==> config.mk <==
export PLATFORM = sky130hd
export DESIGN_NAME = ppom_port
export DESIGN_NICKNAME = d
export VERILOG_FILES = /design/src/ppom_pkg.sv /design/src/ppom_pin.sv /design/src/ppom_port.sv
export VERILOG_INCLUDE_DIRS = /design/src
export SDC_FILE = /design/constraint.sdc
export NUM_CORES = 1
export LEC_CHECK = 0
export ABC_AREA = 1
export BUFFER_PORTS_ARGS = -buffer_cell sky130_fd_sc_hd__buf_2
export CAP_MARGIN = 20
export CORE_MARGIN = 2
export CORE_UTILIZATION = 43
export DETAILED_ROUTE_END_ITERATION = 8
export PLACE_DENSITY = 0.77
export SLEW_MARGIN = 25
export SYNTH_ARGS = -nofsm -noshare
export SYNTH_HDL_FRONTEND = slang
export SYNTH_SLANG_ARGS = --single-unit
==> constraint.sdc <==
create_clock -name clk_i -period 2.5 [get_ports clk_i]
set_input_delay 0 -clock clk_i [delete_from_list [all_inputs] [get_ports clk_i]]
set_output_delay 0 -clock clk_i [all_outputs]
set_load 0.01 [all_outputs]
==> src/ppom_cfg.svh <==
// Constants of the port pin override mux: widths, register offsets, field positions and reset values.
// Assumes it is included by bare name from the package and the design modules.
`ifndef PPOM_CFG_SVH
`define PPOM_CFG_SVH

`define PPOM_PINS         8
`define PPOM_ADR_W        8
`define PPOM_DAT_W        32
`define PPOM_SENSE_W      16

`define PPOM_OFS_OUT      8'h00
`define PPOM_OFS_DIR      8'h04
`define PPOM_OFS_PIN      8'h08
`define PPOM_OFS_CTRL     8'h0c
`define PPOM_OFS_STAT     8'h10
`define PPOM_OFS_MASK     8'h14
`define PPOM_OFS_SENSE    8'h18

`define PPOM_CTRL_PUD_BIT 0

`define PPOM_RST_BYTE     8'h00
`define PPOM_RST_SENSE    16'h0000
`define PPOM_RST_WORD     32'h0000_0000

`endif

==> src/ppom_pkg.sv <==
// Types of the port pin override mux: sleep states, edge sense modes and module state records.
// Assumes ppom_cfg.svh is on the include path.
`include "ppom_cfg.svh"

package ppom_pkg;

  typedef enum logic [5:0] {
    PPOM_SLP_ACTIVE  = 6'h01,
    PPOM_SLP_IDLE    = 6'h02,
    PPOM_SLP_ADC_NR  = 6'h04,
    PPOM_SLP_PDOWN   = 6'h08,
    PPOM_SLP_PSAVE   = 6'h10,
    PPOM_SLP_STANDBY = 6'h20
  } ppom_sleep_type;

  typedef enum logic [1:0] {
    PPOM_SENSE_LOW  = 2'h0,
    PPOM_SENSE_ANY  = 2'h1,
    PPOM_SENSE_FALL = 2'h2,
    PPOM_SENSE_RISE = 2'h3
  } ppom_sense_type;

  typedef struct packed {
    logic                      sync_first;
    logic                      sync_second;
  } ppom_pin_state_type;

  typedef struct packed {
    logic [`PPOM_PINS-1:0]     out_data;
    logic [`PPOM_PINS-1:0]     dir;
    logic [`PPOM_PINS-1:0]     int_status;
    logic [`PPOM_PINS-1:0]     int_mask;
    logic [`PPOM_SENSE_W-1:0]  sense;
    logic                      global_pullup_disable;
    logic [`PPOM_PINS-1:0]     pin_prev;
    logic                      ack;
    logic [`PPOM_DAT_W-1:0]    rdat;
  } ppom_state_type;

endpackage : ppom_pkg

==> src/ppom_pin.sv <==
// One pin of the port: override muxing of pull-up, driver, value and input enable, plus input synchroniser.
// Assumes a reset already synchronised to clk_i and register bits from the same clock domain.
`timescale 1ns/1ps

module ppom_pin (
  input  wire logic clk_i,                // I/O clock
  input  wire logic rst_n_i,              // Synchronised reset, active low
  input  wire logic pad_in_i,             // Raw pad level, asynchronous
  input  wire logic out_data_i,           // Output-data bit
  input  wire logic dir_i,                // Direction bit, one is output
  input  wire logic pud_i,                // Global pull-up disable
  input  wire logic clamp_i,              // Global sleep input clamp
  input  wire logic clamp_bypass_i,       // External interrupt request enabled
  input  wire logic pullup_override_en,   // Pull-up override enable
  input  wire logic pullup_override_val,  // Pull-up override value
  input  wire logic dir_override_en,      // Direction override enable
  input  wire logic dir_override_val,     // Direction override value
  input  wire logic outval_override_en,   // Output value override enable
  input  wire logic outval_override_val,  // Output value override value
  input  wire logic inen_override_en,     // Input enable override enable
  input  wire logic inen_override_val,    // Input enable override value
  output logic      pad_out_o,            // Driven pad value
  output logic      pad_oe_o,             // Pad driver enable
  output logic      pad_pullup_o,         // Pad pull-up enable
  output logic      raw_digital_in_o,     // Trigger output, not synchronised
  output logic      pin_sync_o            // Synchronised pin level
);
  import ppom_pkg::*;

  ppom_pin_state_type s;
  ppom_pin_state_type next_s;
  logic               in_enable;
  logic               trig;

  always_comb begin
    pad_pullup_o = pullup_override_en ? pullup_override_val           // RULE6
                                      : (~dir_i & out_data_i & ~pud_i); // RULE5 RULE18 RULE19
    pad_oe_o     = dir_override_en ? dir_override_val : dir_i;        // RULE7 RULE16
    pad_out_o    = pad_oe_o & (outval_override_en ? outval_override_val : out_data_i); // RULE8
    in_enable    = inen_override_en ? inen_override_val               // RULE10 RULE3
                                    : ~(clamp_i & ~clamp_bypass_i);   // RULE1 RULE2
    trig         = pad_in_i & in_enable;
    raw_digital_in_o = trig;                                          // RULE11
    next_s             = s;
    next_s.sync_first  = trig;
    next_s.sync_second = s.sync_first;
    pin_sync_o         = s.sync_second;
  end

  always_ff @(posedge clk_i or negedge rst_n_i) begin
    if (!rst_n_i) begin
      s <= '0;
    end else begin
      s <= next_s;
    end
  end

endmodule : ppom_pin

==> src/ppom_port.sv <==
// Top of the port pin override mux: one port of pins with Wishbone registers and pin interrupts.
// Assumes override signals come from peripheral modules on clk_i and the pad levels are asynchronous.
//
// How it works
// RULE1 - Sleep states PDOWN, PSAVE and STANDBY clamp every digital input low.
// RULE2 - Enabled interrupt request bypasses the clamp.
// RULE3 - Input-enable override also bypasses the clamp.
// RULE4 - Clamp release edge sets the interrupt flag.
// RULE5 - Default pull-up only for input, data one.
// RULE6 - Pull-up override value decides when enabled.
// RULE7 - Direction override decides driver enable.
// RULE8 - Value override decides the driven level.
// RULE9 - Toggle override inverts the output-data bit.
// RULE10 - Input enable override decides input enable.
// RULE11 - Raw input taken before the synchroniser.
// RULE12 - Peripherals synchronise raw input themselves.
// RULE13 - Analogue path wired straight to pad.
// RULE14 - Strobes per port, overrides per pin.
// RULE15 - Peripherals generate their own override signals.
// RULE16 - Direction one output, zero input.
// RULE17 - Writing one to input bit toggles data.
// RULE18 - Global pull-up disable kills default pull-ups.
// RULE19 - No overrides gives plain I/O behaviour.
//
// Added by the designer: register access over Wishbone and the register addresses.
`timescale 1ns/1ps
`include "ppom_cfg.svh"

module ppom_port (
  input  wire logic                          clk_i,                // I/O clock, 100 MHz
  input  wire logic                          nrst_i,               // Asynchronous reset, active low
  input  wire logic                          wb_cyc_i,             // Wishbone cycle
  input  wire logic                          wb_stb_i,             // Wishbone strobe
  input  wire logic                          wb_we_i,              // Wishbone write enable
  input  wire logic [`PPOM_ADR_W-1:0]        wb_adr_i,             // Wishbone byte address
  input  wire logic [3:0]                    wb_sel_i,             // Wishbone byte selects
  input  wire logic [`PPOM_DAT_W-1:0]        wb_dat_i,             // Wishbone write data
  output logic [`PPOM_DAT_W-1:0]             wb_dat_o,             // Wishbone read data
  output logic                               wb_ack_o,             // Wishbone acknowledge
  input  wire ppom_pkg::ppom_sleep_type      sleep_mode_i,         // Sleep controller state
  input  wire logic [`PPOM_PINS-1:0]         pad_in_i,             // Pad levels, asynchronous
  output logic [`PPOM_PINS-1:0]              pad_out_o,            // Pad drive values
  output logic [`PPOM_PINS-1:0]              pad_oe_o,             // Pad driver enables
  output logic [`PPOM_PINS-1:0]              pad_pullup_o,         // Pad pull-up enables
  input  wire logic [`PPOM_PINS-1:0]         pullup_override_en,   // Per pin pull-up override enable
  input  wire logic [`PPOM_PINS-1:0]         pullup_override_val,  // Per pin pull-up override value
  input  wire logic [`PPOM_PINS-1:0]         dir_override_en,      // Per pin direction override enable
  input  wire logic [`PPOM_PINS-1:0]         dir_override_val,     // Per pin direction override value
  input  wire logic [`PPOM_PINS-1:0]         outval_override_en,   // Per pin value override enable
  input  wire logic [`PPOM_PINS-1:0]         outval_override_val,  // Per pin value override value
  input  wire logic [`PPOM_PINS-1:0]         toggle_override_en,   // Per pin toggle override enable
  input  wire logic [`PPOM_PINS-1:0]         inen_override_en,     // Per pin input enable override enable
  input  wire logic [`PPOM_PINS-1:0]         inen_override_val,    // Per pin input enable override value
  output logic [`PPOM_PINS-1:0]              raw_digital_in,       // Unsynchronised inputs to peripherals
  output logic [`PPOM_PINS-1:0]              analog_pad_path_o,    // Analogue pad level to peripherals
  input  wire logic [`PPOM_PINS-1:0]         analog_pad_path_i,    // Analogue level from peripherals
  input  wire logic [`PPOM_PINS-1:0]         analog_pad_path_oe_i, // Peripheral drives analogue pad
  input  wire logic [`PPOM_PINS-1:0]         pad_analog_i,         // Analogue pad level in
  output logic [`PPOM_PINS-1:0]              pad_analog_o,         // Analogue level to pad
  output logic [`PPOM_PINS-1:0]              pad_analog_oe_o,      // Analogue pad drive enable
  output logic                               irq_o                 // Level interrupt
);
  import ppom_pkg::*;

  // ---------------------------------------------------------------------------
  // Reset release
  // ---------------------------------------------------------------------------

  logic [1:0] rst_sync;
  logic       rst_n;

  always_ff @(posedge clk_i or negedge nrst_i) begin
    if (!nrst_i) begin
      rst_sync <= 2'h0;
    end else begin
      rst_sync <= {rst_sync[0], 1'b1};
    end
  end

  assign rst_n = rst_sync[1];

  // ---------------------------------------------------------------------------
  // Sleep clamp
  // ---------------------------------------------------------------------------

  logic clamp;

  always_comb begin
    case (sleep_mode_i)
      PPOM_SLP_PDOWN,
      PPOM_SLP_PSAVE,
      PPOM_SLP_STANDBY: begin
        clamp = 1'b1; // RULE1
      end
      default: begin
        clamp = 1'b0;
      end
    endcase
  end

  // ---------------------------------------------------------------------------
  // Pins
  // ---------------------------------------------------------------------------

  ppom_state_type        s;
  ppom_state_type        next_s;
  logic [`PPOM_PINS-1:0] pin_sync;

  // The clock, clamp and pull-up disable fan out to every pin, overrides stay per pin.
  genvar g;
  generate
    for (g = 0; g < `PPOM_PINS; g = g + 1) begin : gen_pin
      ppom_pin u_pin (
        .clk_i               (clk_i),
        .rst_n_i             (rst_n),
        .pad_in_i            (pad_in_i[g]),
        .out_data_i          (s.out_data[g]),
        .dir_i               (s.dir[g]),
        .pud_i               (s.global_pullup_disable),                    // RULE14
        .clamp_i             (clamp),                    // RULE14
        .clamp_bypass_i      (s.int_mask[g]),            // RULE2
        .pullup_override_en  (pullup_override_en[g]),
        .pullup_override_val (pullup_override_val[g]),
        .dir_override_en     (dir_override_en[g]),
        .dir_override_val    (dir_override_val[g]),
        .outval_override_en  (outval_override_en[g]),
        .outval_override_val (outval_override_val[g]),
        .inen_override_en    (inen_override_en[g]),
        .inen_override_val   (inen_override_val[g]),
        .pad_out_o           (pad_out_o[g]),
        .pad_oe_o            (pad_oe_o[g]),
        .pad_pullup_o        (pad_pullup_o[g]),
        .raw_digital_in_o    (raw_digital_in[g]),        // RULE11
        .pin_sync_o          (pin_sync[g])
      );
    end
  endgenerate

  // The analogue path bypasses all digital logic in both directions.
  assign analog_pad_path_o = pad_analog_i;               // RULE13
  assign pad_analog_o      = analog_pad_path_i;          // RULE13
  assign pad_analog_oe_o   = analog_pad_path_oe_i;       // RULE13

  // ---------------------------------------------------------------------------
  // Register bus and state
  // ---------------------------------------------------------------------------

  logic                  req;
  logic                  wr;
  logic                  hit_out;
  logic                  hit_dir;
  logic                  hit_pin;
  logic                  hit_ctrl;
  logic                  hit_stat;
  logic                  hit_mask;
  logic                  hit_sense;
  logic [`PPOM_PINS-1:0] wbyte;
  logic [`PPOM_PINS-1:0] data_base;
  logic [`PPOM_PINS-1:0] edge_set;
  logic [`PPOM_PINS-1:0] stat_clr;
  logic [1:0]            mode;
  integer                i;

  always_comb begin
    next_s    = s;
    req       = wb_cyc_i & wb_stb_i & ~s.ack;
    wr        = wb_cyc_i & wb_stb_i & wb_we_i & s.ack; // Writes land at the acknowledging edge.
    wbyte     = wb_dat_i[`PPOM_PINS-1:0];
    hit_out   = (wb_adr_i == `PPOM_OFS_OUT);
    hit_dir   = (wb_adr_i == `PPOM_OFS_DIR);
    hit_pin   = (wb_adr_i == `PPOM_OFS_PIN);
    hit_ctrl  = (wb_adr_i == `PPOM_OFS_CTRL);
    hit_stat  = (wb_adr_i == `PPOM_OFS_STAT);
    hit_mask  = (wb_adr_i == `PPOM_OFS_MASK);
    hit_sense = (wb_adr_i == `PPOM_OFS_SENSE);
    next_s.ack = req;

    // Output data: a register write, then a software toggle, then a peripheral toggle.
    data_base = s.out_data;
    if (wr && hit_out && wb_sel_i[0]) begin
      data_base = wbyte;
    end
    if (wr && hit_pin && wb_sel_i[0]) begin
      data_base = data_base ^ wbyte;                     // RULE17
    end
    next_s.out_data = data_base ^ toggle_override_en;    // RULE9

    if (wr && hit_dir && wb_sel_i[0]) begin
      next_s.dir = wbyte;                                // RULE16
    end
    if (wr && hit_ctrl && wb_sel_i[0]) begin
      next_s.global_pullup_disable = wb_dat_i[`PPOM_CTRL_PUD_BIT];         // RULE18
    end
    if (wr && hit_mask && wb_sel_i[0]) begin
      next_s.int_mask = wbyte;
    end
    if (wr && hit_sense) begin
      if (wb_sel_i[0]) begin
        next_s.sense[7:0] = wb_dat_i[7:0];
      end
      if (wb_sel_i[1]) begin
        next_s.sense[15:8] = wb_dat_i[15:8];
      end
    end

    // Edges are seen on the clamped input, so clamp release on a high pin flags even when disabled.
    for (i = 0; i < `PPOM_PINS; i = i + 1) begin
      mode = s.sense[2*i +: 2];
      case (mode)
        PPOM_SENSE_ANY: begin
          edge_set[i] = pin_sync[i] ^ s.pin_prev[i];     // RULE4
        end
        PPOM_SENSE_FALL: begin
          edge_set[i] = ~pin_sync[i] & s.pin_prev[i];
        end
        PPOM_SENSE_RISE: begin
          edge_set[i] = pin_sync[i] & ~s.pin_prev[i];    // RULE4
        end
        default: begin
          edge_set[i] = ~pin_sync[i];
        end
      endcase
    end
    next_s.pin_prev = pin_sync;

    stat_clr = '0;
    if (wr && hit_stat && wb_sel_i[0]) begin
      stat_clr = wbyte;
    end
    // A new event in the clearing cycle survives.
    next_s.int_status = (s.int_status & ~stat_clr) | edge_set;

    next_s.rdat = `PPOM_RST_WORD;
    if (req && !wb_we_i) begin
      if (hit_out) begin
        next_s.rdat[`PPOM_PINS-1:0] = s.out_data;
      end else if (hit_dir) begin
        next_s.rdat[`PPOM_PINS-1:0] = s.dir;
      end else if (hit_pin) begin
        next_s.rdat[`PPOM_PINS-1:0] = pin_sync;
      end else if (hit_ctrl) begin
        next_s.rdat[`PPOM_CTRL_PUD_BIT] = s.global_pullup_disable;
      end else if (hit_stat) begin
        next_s.rdat[`PPOM_PINS-1:0] = s.int_status;
      end else if (hit_mask) begin
        next_s.rdat[`PPOM_PINS-1:0] = s.int_mask;
      end else if (hit_sense) begin
        next_s.rdat[`PPOM_SENSE_W-1:0] = s.sense;
      end
    end
  end

  always_ff @(posedge clk_i or negedge rst_n) begin
    if (!rst_n) begin
      s.out_data   <= `PPOM_RST_BYTE;
      s.dir        <= `PPOM_RST_BYTE;
      s.int_status <= `PPOM_RST_BYTE;
      s.int_mask   <= `PPOM_RST_BYTE;
      s.sense      <= `PPOM_RST_SENSE;
      s.global_pullup_disable        <= 1'b0;
      s.pin_prev   <= `PPOM_RST_BYTE;
      s.ack        <= 1'b0;
      s.rdat       <= `PPOM_RST_WORD;
    end else begin
      s <= next_s;
    end
  end

  assign wb_ack_o = s.ack;
  assign wb_dat_o = s.rdat;
  assign irq_o    = |(s.int_status & s.int_mask);

endmodule : ppom_port

==> out/results.ini <==
[yosys]
synth_largest_area_cell=dfrtp_1
synthArstFlopShare=1.00
postSynthAreaPerCell_um2=7.85
synthFlopType=dfrtp_1
synth_edf_count=0
seq_area_frac_synth=0.414
yosysTopAreaCellShare=0.414
netlist_instances=709
yosysUniqueCellTypes=30
synth_area_leaders=dfrtp_1 (41%), nand2_1 (12%), buf_4 (12%)
synth-seq-cells=92
syn_area_mm2=0.00557
yosys_warnings=0

[run]
cap_violations=0

[pwr]
irDropWorstVdd_mv=0.263
powerDensity_mw_per_mm2=525
power.leakage_uw=0.00350
p_total_uw=3480

[detailed_routing]
drt_iter0_drc=344
dr.pass1.iters=5
ant_nets=0
wl_per_cell_um=13.5
routed_via_density=4.82
drc=0
vias=4898
wirelength_um=13700

[setup_path]
path_class=primary input to output port
crit_arrival_ns=1.91
crit_required_ns=2.50
crit_fanout=8
end_kind=output port
cp-start-kind=primary input

[placed_design]
place_congestion=0.822
dpl.hpwl_um=10000
port_buffers=166

[status]
status=complete, no violations

[clock_network]
cts_made_buffers=9
cts_buffer_depth=2
ctsRootBufferMaster=clkbuf_16
clk_latency_ns=0.35
cts_tree=done
cts_sinks=92
htreeDepth=3
holdBufCountCts=33
cts_resized=0
cts_setup_buffers=0

[grt]
grt_overflow=0
grt_pass1_vias=4685
track_usage=0.202
antenna_found_initial=0
grt_pass1_wl_um=22500
grt_max_degree=47

[finish]
finalNetCount=1015
insertedDiodeCount=0
num-fill-cells=1215
multiInputGateArea_mm2=0.00229
synthToLayoutAreaGrowth_pct=19.2
drive_gt1_frac=0.243
ff_latch_area_mm2=0.00231

[floorplanning]
start_util=0.441
die-height_um=118
core_area_mm2=0.0126
die-area_mm2=0.0139
rows=41
die_width_um=118
ios=249

[sta]
layout_min_cycle_time_ns=1.91
hold_viol=0
finalSetupTns_ns=0
fmax_mhz=525
setup_viol=0
fin_crit_sh=0.763
skew_ns=0.00868
worst_pin_slew_ns=0.756
rsz0062_at_grt=false
maxSlewHeadroom=0.494
slew_viol_final=0

[hold_path]
hold_path.class=primary input to output port

## metrics by stage
step                      hold WS [ns]  instances  worst slack (ns)  utilization  cell area, um^2
after global placement          -0.214        968             0.718        0.475             5990
final                       0.00000389       1017             0.594        0.526             6640
after floorplan                 -0.296        724             0.950            -             5620
after detailed placement        -0.213        968             0.689        0.475             5990
after global routing         0.0000176       1017             0.385        0.526             6640
after CTS                    0.0000686       1017             0.557        0.526             6640
## state kept, by name, summed over array words and instances (netlist names)
register                  flops
mode                          2
wb_ack_o                      1
wb_dat_o                     16
gen_pin.u_pin.next_s          8
rst_sync                      2
s                            55
gen_pin.u_pin.pin_sync_o      8
## critical path, cell delays in order
cell and delay, ns:
buf_2 0.10, nor2_1 0.12, xnor2_1 0.13, nand3_1 0.34, nor2_1 0.33, o21ai_0 0.11
nand2_1 0.06, dlygate4sd3_1 0.54, inv_1 0.05, buf_2 0.13
## cell usage in the layout (no fill, tap or decap), types with 2 or more instances in the layout
cell,count
a221oi_1,2
inv_6,3
inv_1,81
ha_1,16
dfrtp_1,91
mux2_2,8
o41ai_1,8
buf_4,2
nand3b_1,8
buf_2,166
nor3_1,5
nand4_1,2
clkbuf_16,9
a211oi_1,8
conb_1,17
dlygate4sd3_1,33
o21ai_1,2
clkbuf_8,2
o21ai_0,73
nand3_1,42
nor3b_1,4
nor2_1,42
nand2_2,2
nor2_4,5
nand2_1,179
a21oi_1,25
## synthesized netlist by cell type (4+ instances only)
cell type and instances:
o21ai_0 73, a211oi_1 8, buf_4 89, inv_1 81, o41ai_1 8, nand3_1 42
nor3_1 5, nand2_1 179, a21oi_1 25, buf_2 4, nor2_4 5, nor2_1 42
nor3b_1 4, dfrtp_1 92, ha_1 16, mux2_2 8, nand3b_1 8
## worst paths after layout
kind / to / slack (ns) / start / cells past startpoint
worst min register to register: gen_pin[2].u_pin.next_s[0] / 0.34 / rst_sync[1] / 0
worst min-delay path: pad_analog_o[3] / 0.000004 / analog_pad_path_i[3] / 0
worst max register to register: s[89] / 0.64 / wb_ack_o / 7
max in group asynchronous: wb_dat_o[7] / 1.47 / rst_sync[1] / 1
min in group asynchronous: gen_pin[2].u_pin.next_s[0] / 0.34 / rst_sync[1] / 0
worst max-delay path: raw_digital_in[0] / 0.59 / sleep_mode_i[5] / 10
## metal layers
metal  share of wire  wire (um)  track usage
met2            0.48       6570        0.335
met1            0.44       6000        0.257
met4           0.028        388       0.0843
met5               0          0            0
met3           0.056        765       0.0441
## area by class of cell
| cell class | count | area share |
|---|---|---|
| Tap cell | 172 | 0.0324 |
| Multi-Input combinational cell | 453 | 0.346 |
| Clock buffer | 11 | 0.0381 |
| Sequential cell | 92 | 0.347 |
| Clock inverter | 5 | 0.00980 |
| Timing Repair Buffer | 202 | 0.180 |
| Inverter | 82 | 0.0464 |
## cells by family (layout without fill, tap and decap cells)
logic type | count (synthesis) | count (layout) | share of synthesized area
AO/OA/AOI/OAI | 118 | 118 | 0.116
XOR/XNOR | 1 | 1 | 0.00157
adder cells (fa/ha/maj) | 16 | 16 | 0.0360
buffers and inverters | 179 | 300 | 0.184
flip-flops | 92 | 92 | 0.414
multiplexers | 8 | 8 | 0.0162
other | 2 | 17 | 0.00135
AND/OR/NAND/NOR | 293 | 293 | 0.231
## power by group
group	switching, uW	leakage, uW	internal [uW]
Combinational	248	0.00215	212
Sequential	41.0	0.00119	1540
Clock	601	0.000157	842
Total	891	0.00350	2590
No activity file was read; power rests on OpenSTA's default activity.
